### config.mk
export PLATFORM = sky130hd
export DESIGN_NAME = pfaqr_responder
export DESIGN_NICKNAME = d
export VERILOG_FILES = /design/src/pfaqr_pkg.sv /design/src/pfaqr_func_mask.sv /design/src/pfaqr_partition_calc.sv /design/src/pfaqr_responder.sv
export VERILOG_INCLUDE_DIRS = /design/src
export SDC_FILE = /design/constraint.sdc
export NUM_CORES = 1
export LEC_CHECK = 0
export ABC_AREA = 1
export ABC_CLOCK_PERIOD_IN_PS = 7600
export BUFFER_PORTS_ARGS = -buffer_cell sky130_fd_sc_hd__buf_2
export CORE_AREA = 2 2 270 272
export DETAILED_ROUTE_END_ITERATION = 8
export DIE_AREA = 0 0 272 274
export HOLD_SLACK_MARGIN = 0.02
export PLACE_DENSITY = 0.52
export SKIP_CTS_REPAIR_TIMING = 1
export SYNTH_ARGS = -nofsm -noshare
export SYNTH_HDL_FRONTEND = slang
export SYNTH_SLANG_ARGS = --single-unit
### constraint.sdc
create_clock -name CLK_SYS_IN -period 7.6 [get_ports CLK_SYS_IN]
set_clock_uncertainty 0.2 [all_clocks]
set_input_delay 0.38 -clock CLK_SYS_IN [delete_from_list [all_inputs] [get_ports CLK_SYS_IN]]
set_output_delay 0.38 -clock CLK_SYS_IN [all_outputs]
set_load 0.02 [all_outputs]
### src/pfaqr_params.svh
// Constants for the function-assignment query responder: codes, offsets and field values.
`ifndef PFAQR_PARAMS_SVH
`define PFAQR_PARAMS_SVH

// Command type codes accepted by this block.
`define PFAQR_CMD_SET_CFG      8'h26
`define PFAQR_CMD_GET_ASSIGN   8'h27

// Response type codes.
`define PFAQR_RSP_SET_CFG      8'ha6
`define PFAQR_RSP_GET_ASSIGN   8'ha7

// Channel identifier of a package-addressed command.
`define PFAQR_CHID_PKG_MSB     7
`define PFAQR_CHID_PKG_LSB     5
`define PFAQR_CHID_INTERNAL    5'h1f

// Response and reason codes for a completed command.
`define PFAQR_RSP_CODE_OK      16'h0000
`define PFAQR_REASON_NONE      16'h0000

// Byte offsets inside a response packet.
`define PFAQR_OFS_RESP         8'h10
`define PFAQR_OFS_FIRST_MAP    8'h14
`define PFAQR_OFS_SET_CSUM     8'h14

// Bitmap geometry.
`define PFAQR_MAP_W            32
`define PFAQR_FUNC_ALL         32'hffffffff

`endif

### src/pfaqr_pkg.sv
// Types and helper functions shared by the function-assignment query responder.
package pfaqr_pkg;

   // Response sequencer states.
   typedef enum logic [1:0] {
      PFAQR_IDLE,
      PFAQR_SEND,
      PFAQR_DRAIN
   } pfaqr_state_t;

   // Function count or partition index, 0 to 32.
   typedef logic [5:0] pfaqr_count_t;

   // Number of set bits in a function bitmap.
   function automatic pfaqr_count_t pfaqr_popcount(input logic [31:0] map);
      pfaqr_count_t n;
      n = 6'h00;
      for (int i = 0; i < 32; i++) begin
         n = n + pfaqr_count_t'(map[i]);
      end
      return n;
   endfunction : pfaqr_popcount

   // Mask with the lowest count bits set.
   function automatic logic [31:0] pfaqr_lowmask(input pfaqr_count_t count);
      logic [31:0] m;
      m = 32'h00000000;
      for (int i = 0; i < 32; i++) begin
         if (6'(i) < count) begin
            m[i] = 1'b1;
         end
      end
      return m;
   endfunction : pfaqr_lowmask

endpackage : pfaqr_pkg

### src/pfaqr_func_mask.sv
// Clears bitmap bits that lie beyond the supported function count.
`timescale 1ns/1ps
module pfaqr_func_mask (
   // Word and its kind.
   input  wire logic [31:0]               word_in,
   input  wire logic                      is_bitmap_in,
   // Number of functions the controller supports.
   input  wire pfaqr_pkg::pfaqr_count_t   func_count_in,
   // Masked word.
   output logic      [31:0]               word_out
);

   // Only bitmaps are masked; code words pass untouched.
   always_comb begin
      if (is_bitmap_in) begin
         word_out = word_in & pfaqr_pkg::pfaqr_lowmask(func_count_in);
      end else begin
         word_out = word_in;
      end
   end

endmodule : pfaqr_func_mask

### src/pfaqr_partition_calc.sv
// Registered partition index of one function within one channel bitmap.
`timescale 1ns/1ps
module pfaqr_partition_calc (
   // Clock and reset.
   input  wire logic                      clk_in,
   input  wire logic                      reset_in,
   // Channel bitmap and function number.
   input  wire logic [31:0]               chan_map_in,
   input  wire logic [4:0]                func_in,
   // Result.
   output logic      [4:0]                part_id_out,
   output logic                           part_valid_out
);

   logic [4:0] part_id_ff;
   logic       part_valid_ff;
   logic [4:0] nxt_part_id;
   logic       nxt_part_valid;

   // The index counts the assigned functions below this one, enabled or not.
   always_comb begin
      nxt_part_valid = chan_map_in[func_in];
      nxt_part_id    = 5'(pfaqr_pkg::pfaqr_popcount(chan_map_in & pfaqr_pkg::pfaqr_lowmask({1'b0, func_in})));
   end

   // Result registers.
   always_ff @(posedge clk_in) begin
      if (reset_in) begin
         part_id_ff    <= 5'h00;
         part_valid_ff <= 1'b0;
      end else begin
         part_id_ff    <= nxt_part_id;
         part_valid_ff <= nxt_part_valid;
      end
   end

   assign part_id_out    = part_id_ff;
   assign part_valid_out = part_valid_ff;

endmodule : pfaqr_partition_calc

### src/pfaqr_responder.sv
// Package-level responder for set-configuration and function-assignment query commands.
`timescale 1ns/1ps
`include "pfaqr_params.svh"
module pfaqr_responder #(
   parameter int MAX_CHANNELS  = 8,
   parameter int MAX_ENDPOINTS = 8
)(
   // Clock and reset.
   input  wire logic                                  CLK_SYS_IN,
   input  wire logic                                  RESET_IN,
   // Package identity.
   input  wire logic [2:0]                            PACKAGE_ID_IN,
   // Command from the packet parser.
   input  wire logic                                  CMD_VALID_IN,
   input  wire logic [7:0]                            CMD_TYPE_IN,
   input  wire logic [7:0]                            CMD_CHANNEL_ID_IN,
   input  wire logic                                  CMD_CSUM_ERR_IN,
   output logic                                       CMD_READY_OUT,
   // Assignment configuration.
   input  wire logic [MAX_CHANNELS*32-1:0]            CHAN_ASSIGN_IN,
   input  wire logic [31:0]                           PORT_ASSOC_IN,
   input  wire logic [31:0]                           FUNC_ENABLE_IN,
   input  wire logic [MAX_ENDPOINTS*32-1:0]           EP_ASSIGN_IN,
   input  wire logic [7:0]                            ENABLED_PORTS_IN,
   input  wire logic [7:0]                            ENABLED_ENDPOINTS_IN,
   input  wire pfaqr_pkg::pfaqr_count_t               SUPPORTED_FUNCS_IN,
   output pfaqr_pkg::pfaqr_count_t                    ACTIVE_FUNCTION_COUNT_OUT,
   // Response word stream to the packet framer.
   output logic                                       RSP_VALID_OUT,
   input  wire logic                                  RSP_READY_IN,
   output logic [7:0]                                 RSP_TYPE_OUT,
   output logic [7:0]                                 RSP_BYTE_OFS_OUT,
   output logic [31:0]                                RSP_WORD_OUT,
   output logic                                       RSP_CSUM_SLOT_OUT,
   output logic                                       RSP_LAST_OUT,
   // Partition index lookup.
   input  wire logic [4:0]                            PART_CHAN_IN,
   input  wire logic [4:0]                            PART_FUNC_IN,
   output logic [4:0]                                 PART_ID_OUT,
   output logic                                       PART_VALID_OUT
);

   ////////////////////////////////////////////////////////////////////////////////
   // Elaboration checks and declarations.

   // Word index is seven bits and channel numbers five; larger maps cannot be served.
   if (MAX_CHANNELS < 1 || MAX_CHANNELS > 31 || MAX_ENDPOINTS < 1 || MAX_ENDPOINTS > 31) begin : bad_param
      $error("pfaqr_responder: channel or endpoint count out of range");
   end

   pfaqr_pkg::pfaqr_state_t state_ff, nxt_state;
   logic [6:0]              idx_ff, nxt_idx;
   logic [6:0]              n_ch_ff, nxt_n_ch;
   logic [6:0]              n_ep_ff, nxt_n_ep;
   logic                    is_get_ff, nxt_is_get;
   logic                    cmd_ready_ff, nxt_cmd_ready;
   logic                    rsp_valid_ff, nxt_rsp_valid;
   logic [7:0]              rsp_type_ff, nxt_rsp_type;
   logic [7:0]              rsp_ofs_ff, nxt_rsp_ofs;
   logic [31:0]             rsp_word_ff, nxt_rsp_word;
   logic                    rsp_csum_ff, nxt_rsp_csum;
   logic                    rsp_bitmap_ff, nxt_rsp_bitmap;
   pfaqr_pkg::pfaqr_count_t active_cnt_ff, nxt_active_cnt;

   logic        addr_ok;
   logic        known_cmd;
   logic        take_cmd;
   logic        fire;
   logic [6:0]  ports_clamp;
   logic [6:0]  eps_clamp;
   logic [6:0]  assoc_idx;
   logic [6:0]  en_idx;
   logic [6:0]  csum_idx;
   logic [31:0] raw_word;
   logic        raw_bitmap;
   logic        raw_csum;
   logic [31:0] masked_word;
   logic [31:0] en_masked;
   logic [31:0] part_map;

   ////////////////////////////////////////////////////////////////////////////////
   // Command acceptance.

   assign addr_ok = (CMD_CHANNEL_ID_IN[`PFAQR_CHID_PKG_MSB:`PFAQR_CHID_PKG_LSB] == PACKAGE_ID_IN) &&
                    (CMD_CHANNEL_ID_IN[4:0] == `PFAQR_CHID_INTERNAL);
   assign known_cmd = (CMD_TYPE_IN == `PFAQR_CMD_GET_ASSIGN) || (CMD_TYPE_IN == `PFAQR_CMD_SET_CFG);
   // accept unless checksum, identifier or command type fails
   assign take_cmd  = CMD_VALID_IN && cmd_ready_ff && addr_ok && !CMD_CSUM_ERR_IN && known_cmd;
   assign fire      = rsp_valid_ff && RSP_READY_IN;

   // Counts are clamped to what the ports can carry, then frozen for the whole answer.
   always_comb begin
      if (ENABLED_PORTS_IN > 8'(MAX_CHANNELS)) begin
         ports_clamp = 7'(MAX_CHANNELS);
      end else begin
         ports_clamp = ENABLED_PORTS_IN[6:0];
      end
      if (ENABLED_ENDPOINTS_IN > 8'(MAX_ENDPOINTS)) begin
         eps_clamp = 7'(MAX_ENDPOINTS);
      end else begin
         eps_clamp = ENABLED_ENDPOINTS_IN[6:0];
      end
      if (ENABLED_ENDPOINTS_IN <= 8'h01) begin
         eps_clamp = 7'h00;
      end
   end

   ////////////////////////////////////////////////////////////////////////////////
   // Response word selection.

   assign assoc_idx = n_ch_ff + 7'h01;
   assign en_idx    = n_ch_ff + 7'h02;
   assign csum_idx  = is_get_ff ? (n_ch_ff + 7'h03 + n_ep_ff) : 7'h01;

   // Bitmaps are read live while the answer runs; software should not reassign mid-answer.
   always_comb begin
      raw_word   = 32'h00000000;
      raw_bitmap = 1'b0;
      raw_csum   = 1'b0;
      if (idx_ff == 7'h00) begin
         raw_word = {`PFAQR_RSP_CODE_OK, `PFAQR_REASON_NONE};
      end else if (idx_ff == csum_idx) begin
         raw_csum = 1'b1;
      end else if (idx_ff <= n_ch_ff) begin
         raw_bitmap = 1'b1;
         for (int c = 0; c < MAX_CHANNELS; c++) begin
            if (idx_ff == 7'(c + 1)) begin
               raw_word = CHAN_ASSIGN_IN[c*32 +: 32];
            end
         end
      end else if (idx_ff == assoc_idx) begin
         raw_bitmap = 1'b1;
         raw_word   = PORT_ASSOC_IN;
      end else if (idx_ff == en_idx) begin
         raw_bitmap = 1'b1;
         // enable map is independent of channel maps
         raw_word   = FUNC_ENABLE_IN;
      end else begin
         raw_bitmap = 1'b1;
         for (int e = 0; e < MAX_ENDPOINTS; e++) begin
            if (idx_ff == en_idx + 7'(e + 1)) begin
               raw_word = EP_ASSIGN_IN[e*32 +: 32];
            end
         end
      end
   end

   pfaqr_func_mask u_word_mask (
      .word_in       (raw_word),
      .is_bitmap_in  (raw_bitmap),
      .func_count_in (SUPPORTED_FUNCS_IN),
      .word_out      (masked_word)
   );

   ////////////////////////////////////////////////////////////////////////////////
   // Response sequencer.

   // One word is loaded whenever the output register is empty or being drained.
   always_comb begin
      nxt_state      = state_ff;
      nxt_idx        = idx_ff;
      nxt_n_ch       = n_ch_ff;
      nxt_n_ep       = n_ep_ff;
      nxt_is_get     = is_get_ff;
      nxt_rsp_valid  = rsp_valid_ff;
      nxt_rsp_type   = rsp_type_ff;
      nxt_rsp_ofs    = rsp_ofs_ff;
      nxt_rsp_word   = rsp_word_ff;
      nxt_rsp_csum   = rsp_csum_ff;
      nxt_rsp_bitmap = rsp_bitmap_ff;
      unique case (state_ff)
         pfaqr_pkg::PFAQR_IDLE: begin
            if (take_cmd) begin
               nxt_state  = pfaqr_pkg::PFAQR_SEND;
               nxt_idx    = 7'h00;
               nxt_is_get = (CMD_TYPE_IN == `PFAQR_CMD_GET_ASSIGN);
               nxt_n_ch   = ports_clamp;
               nxt_n_ep   = eps_clamp;
               if (CMD_TYPE_IN == `PFAQR_CMD_GET_ASSIGN) begin
                  nxt_rsp_type = `PFAQR_RSP_GET_ASSIGN;
               end else begin
                  nxt_rsp_type = `PFAQR_RSP_SET_CFG;
               end
            end
         end
         pfaqr_pkg::PFAQR_SEND: begin
            if (!rsp_valid_ff || fire) begin
               nxt_rsp_valid  = 1'b1;
               nxt_rsp_word   = masked_word;
               nxt_rsp_bitmap = raw_bitmap;
               nxt_rsp_csum   = raw_csum;
               nxt_rsp_ofs    = `PFAQR_OFS_RESP + {idx_ff[5:0], 2'b00};
               nxt_idx        = idx_ff + 7'h01;
               if (raw_csum) begin
                  nxt_state = pfaqr_pkg::PFAQR_DRAIN;
               end
            end
         end
         pfaqr_pkg::PFAQR_DRAIN: begin
            if (fire) begin
               nxt_rsp_valid = 1'b0;
               nxt_state     = pfaqr_pkg::PFAQR_IDLE;
            end
         end
      endcase
      nxt_cmd_ready = (nxt_state == pfaqr_pkg::PFAQR_IDLE);
   end

   // Sequencer registers.
   always_ff @(posedge CLK_SYS_IN) begin
      if (RESET_IN) begin
         state_ff      <= pfaqr_pkg::PFAQR_IDLE;
         idx_ff        <= 7'h00;
         n_ch_ff       <= 7'h00;
         n_ep_ff       <= 7'h00;
         is_get_ff     <= 1'b0;
         cmd_ready_ff  <= 1'b1;
         rsp_valid_ff  <= 1'b0;
         rsp_type_ff   <= 8'h00;
         rsp_ofs_ff    <= 8'h00;
         rsp_word_ff   <= 32'h00000000;
         rsp_csum_ff   <= 1'b0;
         rsp_bitmap_ff <= 1'b0;
      end else begin
         state_ff      <= nxt_state;
         idx_ff        <= nxt_idx;
         n_ch_ff       <= nxt_n_ch;
         n_ep_ff       <= nxt_n_ep;
         is_get_ff     <= nxt_is_get;
         cmd_ready_ff  <= nxt_cmd_ready;
         rsp_valid_ff  <= nxt_rsp_valid;
         rsp_type_ff   <= nxt_rsp_type;
         rsp_ofs_ff    <= nxt_rsp_ofs;
         rsp_word_ff   <= nxt_rsp_word;
         rsp_csum_ff   <= nxt_rsp_csum;
         rsp_bitmap_ff <= nxt_rsp_bitmap;
      end
   end

   ////////////////////////////////////////////////////////////////////////////////
   // Active function count and partition lookup.

   assign en_masked = FUNC_ENABLE_IN & pfaqr_pkg::pfaqr_lowmask(SUPPORTED_FUNCS_IN);
   always_comb begin
      nxt_active_cnt = pfaqr_pkg::pfaqr_popcount(en_masked);
   end

   // Count register.
   always_ff @(posedge CLK_SYS_IN) begin
      if (RESET_IN) begin
         active_cnt_ff <= 6'h00;
      end else begin
         active_cnt_ff <= nxt_active_cnt;
      end
   end

   // Out-of-range channels look up an empty map, so the lookup reports no partition.
   always_comb begin
      part_map = 32'h00000000;
      for (int c = 0; c < MAX_CHANNELS; c++) begin
         if (PART_CHAN_IN == 5'(c)) begin
            part_map = CHAN_ASSIGN_IN[c*32 +: 32] & pfaqr_pkg::pfaqr_lowmask(SUPPORTED_FUNCS_IN);
         end
      end
   end

   pfaqr_partition_calc u_part (
      .clk_in         (CLK_SYS_IN),
      .reset_in       (RESET_IN),
      .chan_map_in    (part_map),
      .func_in        (PART_FUNC_IN),
      .part_id_out    (PART_ID_OUT),
      .part_valid_out (PART_VALID_OUT)
   );

   assign CMD_READY_OUT             = cmd_ready_ff;
   assign ACTIVE_FUNCTION_COUNT_OUT = active_cnt_ff;
   assign RSP_VALID_OUT             = rsp_valid_ff;
   assign RSP_TYPE_OUT              = rsp_type_ff;
   assign RSP_BYTE_OFS_OUT          = rsp_ofs_ff;
   assign RSP_WORD_OUT              = rsp_word_ff;
   assign RSP_CSUM_SLOT_OUT         = rsp_csum_ff;
   assign RSP_LAST_OUT              = rsp_csum_ff;
endmodule : pfaqr_responder

==> Yosys cells after proc, flatten, opt, wreduce, memory -nomap -nowiden <==
Cells that the tools add are included.
Widths: inputs -> output; s select.
{ "word_totals": {"latch_bits": 0, "in_bits": 632, "ramBits": 0, "romBits": 0, "register_bits": 87, "n_memories": 0} }
{ "classes": {"muxes": 403, "magnitude_cmp": 68, "shift": 0, "n_reduce_logical": 20, "n_mul": 0, "add_sub_neg": 76, "n_eq_ne": 35, "bitwise": 11, "div": 0} }
{ "ops": {"columns": ["cell", "count"], "rows": [
  ["$mux 32", 30],
  ["$mux 1", 359],
  ["$and 32x32->32", 10],
  ["$add 6x1->6", 26],
  ["$add 5x1->5", 30],
  ["$lt 5x6->1 const A", 16],
  ["$eq 7x7->1", 11],
  ["$lt 5x5->1 const A", 15],
  ["$lt 4x6->1 const A", 8],
  ["$mux 7", 6],
  ["$lt 4x5->1 const A", 8],
  ["$and 32x31->32", 1],
  ["$add 7x2->7 const B", 4],
  ["$add 7x3->7 const B", 4],
  ["$eq 7x3->1 const B", 4],
  ["$lt 3x6->1 const A", 4],
  ["$add 7x1->7 const B", 3],
  ["$eq 5x3->1 const B", 4],
  ["$lt 3x5->1 const A", 4],
  ["$eq 8x6->1 const B", 2],
  ["$gt 8x4->1 const B", 2],
  ["$eq 7x2->1 const B", 2],
  ["$pmux 7 s2", 1],
  ["$lt 1x6->1 const A", 2],
  ["other kinds (36)", 57]
]} }

==> Longest topological paths before layout <==
{ "depth": {"depth_word": 44, "ltp_mapped": 30, "mapped_depth_nobuf": 29} }

==> Cells and area by module <==
Synthesis repeated with hierarchy kept, for this count alone.
{ "unflattened": {"hier_cells": 2907, "hier_area_um2": 15861.5} }
{ "modules_own_cells": {"columns": ["module", "seq_area_each_um2", "cells_per_inst", "area_per_inst_um2", "instances"], "rows": [
  ["pfaqr_responder", 1441.4, 2544, 13759.4, 1],
  ["pfaqr_partition_calc", 120.1, 248, 1590.3, 1],
  ["pfaqr_func_mask", 0.0, 115, 511.7, 1]
]} }

==> Worst setup path before layout <==
Ideal clock, no wire load.
{ "synth_timing": {"path_type": "input to register", "startpoint": "input PART_CHAN_IN[3]", "endpoint": "register u_part.part_id_ff[4], in the netlist u_part.part_id_out[4]", "slack_ns": 1.340, "cell_stages": 25, "arrival_ns": 5.990, "path_cell_list": "inv_1 -> nand3_1 -> nor2_1 -> clkbuf_1 -> buf_1 -> nand2_1 -> o2111ai_1 -> nand2_1 -> a31o_2 -> fa_1 -> inv_1 -> fa_1 -> inv_1 -> fa_1 -> fa_1 -> fa_1 -> inv_1 -> fa_1 -> ha_1 -> fa_1 -> nand2_1 -> nand2_1 -> a21oi_1 -> o21ai_0 -> a21oi_1"} }
{ "synth_between": {"elab_chain_len": 41, "elab_cells_between_ends": 48, "cone_classes": "add/sub (31); eq/ne (7); mux (8); bitwise (1); reduce/logical (1)"} }
{ "synth_rtl": {"columns": ["item", "line_no", "text"], "rows": [
  ["start: declaration", "pfaqr_responder.sv:37", "input wire logic [4:0] PART_CHAN_IN,"],
  ["$logic_not 5->1", "pfaqr_responder.sv:261", "if (PART_CHAN_IN == 5'(c)) begin"],
  ["$mux 32 (7 in a row)", "pfaqr_responder.sv:261", null],
  ["$mux 32 *", "pfaqr_responder.sv:261", null],
  ["$and 32x31->32 *", "pfaqr_partition_calc.sv:23", "nxt_part_id = 5'(pfaqr_pkg::pfaqr_popcount(chan_map_in & pfaqr_pkg::pfaqr_lowmask({1'b0, func_in})));"],
  ["$add 1x1->2", "pfaqr_pkg.sv:19", "n = n + pfaqr_count_t'(map[i]);"],
  ["$add 5x1->5 (29 in a row)", "pfaqr_pkg.sv:19", null],
  ["$add 5x1->5 *", "pfaqr_pkg.sv:19", null],
  ["end signal: assignment", "pfaqr_partition_calc.sv:32", "part_id_ff <= nxt_part_id;"],
  ["end: declaration", "pfaqr_partition_calc.sv:15", "logic [4:0] part_id_ff;"]
]} }
Every way passes the cells marked *; elsewhere a longest branch is shown, timed or not.
A chain may end at the register's enable or synchronous reset.

==> Final worst setup path <==
{ "layout_timing": {"startpoint": "input SUPPORTED_FUNCS_IN[5]", "endpoint": "register u_part.part_id_ff[4], in the netlist u_part.part_id_out[4]"} }
{ "layout_between": {"elab_chain_len": 44, "elab_cells_between_ends": 368, "cone_classes": "add/sub (31); order compare (32); mux (296); bitwise (9)"} }
{ "layout_rtl": {"columns": ["item", "line_no", "text"], "rows": [
  ["start: declaration", "pfaqr_responder.sv:26", "input wire pfaqr_pkg::pfaqr_count_t SUPPORTED_FUNCS_IN,"],
  ["$lt 1x6->1", "pfaqr_pkg.sv:29", "if (6'(i) < count) begin"],
  ["$mux 1", "pfaqr_pkg.sv:29", null],
  ["$mux 1", "pfaqr_responder.sv:261", null],
  ["$and 32x32->32", "pfaqr_responder.sv:262", "part_map = CHAN_ASSIGN_IN[c*32 +: 32] & pfaqr_pkg::pfaqr_lowmask(SUPPORTED_FUNCS_IN);"],
  ["$mux 32 (7 in a row)", "pfaqr_responder.sv:261", null],
  ["$mux 32 *", "pfaqr_responder.sv:261", null],
  ["$and 32x31->32 *", "pfaqr_partition_calc.sv:23", null],
  ["$add 1x1->2", "pfaqr_pkg.sv:19", null],
  ["$add 5x1->5 (29 in a row)", "pfaqr_pkg.sv:19", null],
  ["$add 5x1->5 *", "pfaqr_pkg.sv:19", null]
]} }
Every way passes the cells marked *; elsewhere a longest branch is shown, timed or not. The select of a mux whose other input is x is not followed.

==> insert_results.sql <==
INSERT INTO impl_metrics (metric_group, metric, value, unit) VALUES
('grt', 'grt_overflow_total', '0', ''),
('sta', 'setup_violations', '0', ''),
('cells_and_area', 'area_growth_syn_to_layout', '30.71', '%'),
('placed_design', 'routabilityCongestion', '0.9920', ''),
('pwr', 'leakage', '9.643', 'nW'),
('cells_and_area', 'post_route_insts_no_fill', '4383', ''),
('routing', 'routed_via_density', '5.105', ''),
('synthesis', 'post_syn_area_per_cell', '5.522', 'µm²'),
('hold_path', 'worst_hold_startpoint', 'ENABLED_PORTS_IN[2]', ''),
('synthesis', 'ys_warn_count', '0', ''),
('critical_path', 'crit_buf_inv', '7', ''),
('cts', 'cts_tree', 'yes', ''),
('placed_design', 'hpwlAfterDp', '90620', 'µm'),
('synthesis', 'synth_cells', '2805', ''),
('outcome', 'status', 'complete, no violations', ''),
('synthesis', 'yosysUniqueCellTypes', '55', ''),
('cells_and_area', 'multi_input_comb_area', '12060', 'µm²'),
('routing', 'routed_wire_length_per_instance', '24.59', 'µm'),
('cts', 'clockRootBuffer', 'sky130_fd_sc_hd__clkbuf_16', ''),
('critical_path', 'critPathTopFamily', 'adder cells', ''),
('sta', 'timing.hold.ws', '0.06117', 'ns'),
('cells_and_area', 'drive_gt1_share', '24.65', '%'),
('floorplan', 'ios', '696', ''),
('cts', 'cts-htree-levels', '3', ''),
('routing', 'drt_iter0_markers', '2146', ''),
('routing', 'detail_route.first_pass.iterations', '7', ''),
('sta', 'rsz0062_at_grt', 'false', ''),
('routing', 'drc', '0', ''),
('critical_path', 'worst_r2r_startpoint', 'n_ch_ff[2]$_SDFFE_PP0P_', ''),
('synthesis', 'postSynthRegisterBits', '78', ''),
('floorplan', 'std_cell_rows', '99', ''),
('grt', 'track_usage', '27.47', '%'),
('sta', 'worst_pin_slew', '0.9507', 'ns'),
('sta', 'slew_headroom', '36.62', '%'),
('grt', 'number_of_global_route_vias_before_repair', '21144', ''),
('synthesis', 'synth.largest_area_cell', 'sky130_fd_sc_hd__nand2_1', ''),
('placed_design', 'post-place-cells', '4346', ''),
('cells_and_area', 'postLayoutCellArea', '20250', 'µm²'),
('routing', 'number_of_nets_with_antenna_violations_after_routing', '0', ''),
('synthesis', 'synth_top_cell_area_share', '18.90', '%'),
('cts', 'cts_buffers', '9', ''),
('floorplan', 'dieArea', '74530', 'µm²'),
('critical_path', 'critPathArrivalTime', '6.70', 'ns'),
('critical_path', 'cp_slowest_stage_delay', '0.54', 'ns'),
('floorplan', 'start_util', '21.52', '%'),
('hold_path', 'hold_class', 'input port to register', ''),
('sta', 'setup-tns-final', '0', 'ns'),
('pwr', 'power-per-cell-area', '98.21', 'nW/µm²'),
('critical_path', 'worstPathRequired', '7.71', 'ns'),
('synthesis', 'yosysSeqAreaShare', '10.08', '%'),
('cts', 'clock-sinks', '78', ''),
('sta', 'timing_hold_violations_final', '0', ''),
('run', 'cap_viol_max_count', '0', ''),
('sta', 'min_period', '6.591', 'ns'),
('grt', 'antenna_found_initial', '56', ''),
('grt', 'grt_start_max_net_pins', '64', ''),
('cells_and_area', 'nFillCells', '8511', ''),
('critical_path', 'crit_path_top_delay_cell', 'sky130_fd_sc_hd__fa_1', ''),
('critical_path', 'criticalPathCategory', 'input port to register', ''),
('cells_and_area', 'sequential_cell_area', '1562', 'µm²'),
('floorplan', 'die_x', '272', 'µm'),
('sta', 'min_period_over_period', '86.72', '%'),
('critical_path', 'type_of_element_capturing_the_critical_path', 'register', ''),
('grt', 'first_pass_grt_wire_length', '149800', 'µm'),
('pwr', 'peakVddDrop', '119.5', 'µV'),
('critical_path', 'cp_common_cell', 'sky130_fd_sc_hd__fa_1', ''),
('floorplan', 'fp.coreArea', '71970', 'µm²'),
('cts', 'cts_max_path_buffers', '2', ''),
('routing', 'postRouteWirelength', '107800', 'µm'),
('cells_and_area', 'nNetsFinal', '4134', ''),
('placed_design', 'port-buffer-count', '690', ''),
('routing', 'route.vias.total', '22374', ''),
('cts', 'clk-insertion-delay-late', '0.38', 'ns'),
('synthesis', 'netlist_area_before_placement', '15490', 'µm²'),
('cts', 'path_clk_slew', '0.08', 'ns'),
('critical_path', 'critical_path.startpoint_type', 'input port', ''),
('sta', 'final-max-slew-violation-count', '0', ''),
('critical_path', 'crit_path_max_fanout', '12', ''),
('sta', 'max_freq', '151.7', 'MHz'),
('floorplan', 'die_h', '274', 'µm'),
('placed_design', 'place_area', '19890', 'µm²'),
('critical_path', 'critPathLaunch', 'SUPPORTED_FUNCS_IN[5]', ''),
('synthesis', 'synth.top_cells.by_area', 'sky130_fd_sc_hd__nand2_1 19%, sky130_fd_sc_hd__nand3_1 11%, sky130_fd_sc_hd__a21oi_1 10%', '');
-- worst reg2reg max path, delay by kind of cell, from the launching register on --
family | cells | cell delay [ns]
compound gates | 1 | 0.05
fa+ha+maj | 2 | 0.89
xor+xnor | 1 | 0.36
simple gates | 14 | 1.93
buf+inv | 3 | 0.94
flops | 1 | 0.67
-- cell usage after synthesis, drive strengths merged --
cell,instances
clkinv,6
conb,1
a211oi,13
a31oi,34
a21oi,313
mux2i,14
nor4,5
o211a,1
xor2,23
o21ai,149
a32oi,2
o21a,4
xnor2,7
nor3,32
a22oi,5
a31o,2
dfxtp,78
inv,301
fa,48
o2111ai,6
and3,1
or2,8
nand2,795
nor2,215
buf,80
nand3b,4
nor3b,7
o221ai,3
clkbuf,92
o21bai,1
ha,56
o31ai,5
nand2b,1
o211ai,32
nand4,112
nand3,349
-- logic make-up (layout without fill, tap and decap cells) --
family	Yosys count	in the layout	synth area share, %
buffers and inverters	479	1073	12.57
xor gates and xnor gates	30	30	1.866
adders and majority gates	104	104	10.73
DFF	78	78	10.08
other	1	26	0.02421
AOI/OAI and AO/OA	570	570	20.01
and+or+nand+nor	1529	1529	43.82
muxes	14	14	0.9047
-- final cells by class --
class	instances	share of cell area, %
diodes	21	0.2596
clock buffers	9	1.112
clock inverters	7	0.3708
inverters	307	5.692
multi-input cells	2252	59.58
flip-flops and latches	78	7.713
well taps	959	5.927
repair buffers	750	19.34
-- metal layers --
metal,part of all wire [%],GRT usage [%]
met1,39,32.24
met2,49,49.73
met3,8.0,5.079
met4,3.8,9.702
met5,0.14,0
-- path summary, 6_finish.rpt --
path,to,slack [ns],cells past startpoint
hold / removal,n_ch_ff[2]$_SDFFE_PP0P_,0.06,3
hold reg to reg,RSP_WORD_OUT[29]$_SDFFE_PP0P_,0.26,2
setup reg to reg,RSP_WORD_OUT[15]$_SDFFE_PP0P_,2.42,21
setup / recovery,u_part.part_id_out[4]$_SDFF_PP0_,1.01,25
-- registers in the layout, summed over array words and instances, names as in the netlist --
signal,flops
ACTIVE_FUNCTION_COUNT_OUT,6
CMD_READY_OUT,1
RSP_BYTE_OFS_OUT,6
RSP_CSUM_SLOT_OUT,1
RSP_TYPE_OUT,2
RSP_VALID_OUT,1
RSP_WORD_OUT,32
idx_ff,7
n_ch_ff,7
n_ep_ff,7
state_ff,2
u_part.part_id_out,5
u_part.part_valid_out,1
-- through the flow --
| step | utilization, % | total power [mW] | setup WS (ns) |
|---|---|---|---|
| floorplan | - | 1.056 | 1.340 |
| global placement | 27.64 | 1.513 | 0.7964 |
| detailed placement | 27.64 | 1.520 | 0.7070 |
| CTS | 28.06 | 2.002 | 1.085 |
| global route | 28.11 | 2.149 | 0.6075 |
| finish | 28.13 | 1.988 | 1.009 |
-- cell usage in the layout, fill, tap and decap left out, types with 14 or more instances in the layout --
cell type	synthesis	layout
sky130_fd_sc_hd__a21oi_1	313	313
sky130_fd_sc_hd__a31oi_1	34	34
sky130_fd_sc_hd__buf_2	56	690
sky130_fd_sc_hd__buf_4	12	59
sky130_fd_sc_hd__dfxtp_1	78	78
sky130_fd_sc_hd__diode_2	0	21
sky130_fd_sc_hd__fa_1	48	48
sky130_fd_sc_hd__ha_1	56	56
sky130_fd_sc_hd__inv_1	288	288
sky130_fd_sc_hd__mux2i_1	14	14
sky130_fd_sc_hd__nand2_1	780	779
sky130_fd_sc_hd__nand3_1	345	345
sky130_fd_sc_hd__nand4_1	111	111
sky130_fd_sc_hd__nor2_1	205	194
sky130_fd_sc_hd__nor3_1	28	27
sky130_fd_sc_hd__o211ai_1	32	32
sky130_fd_sc_hd__o21ai_0	127	127
sky130_fd_sc_hd__o21ai_1	22	22
sky130_fd_sc_hd__xor2_1	21	21
-- where the power goes --
part / total [mW] / switching [mW] / internal [mW]
Sequential: 0.437 / 0.00584 / 0.431
Clock: 0.473 / 0.240 / 0.234
Combinational: 1.08 / 0.649 / 0.429
Power figures use the tool's default switching activity.
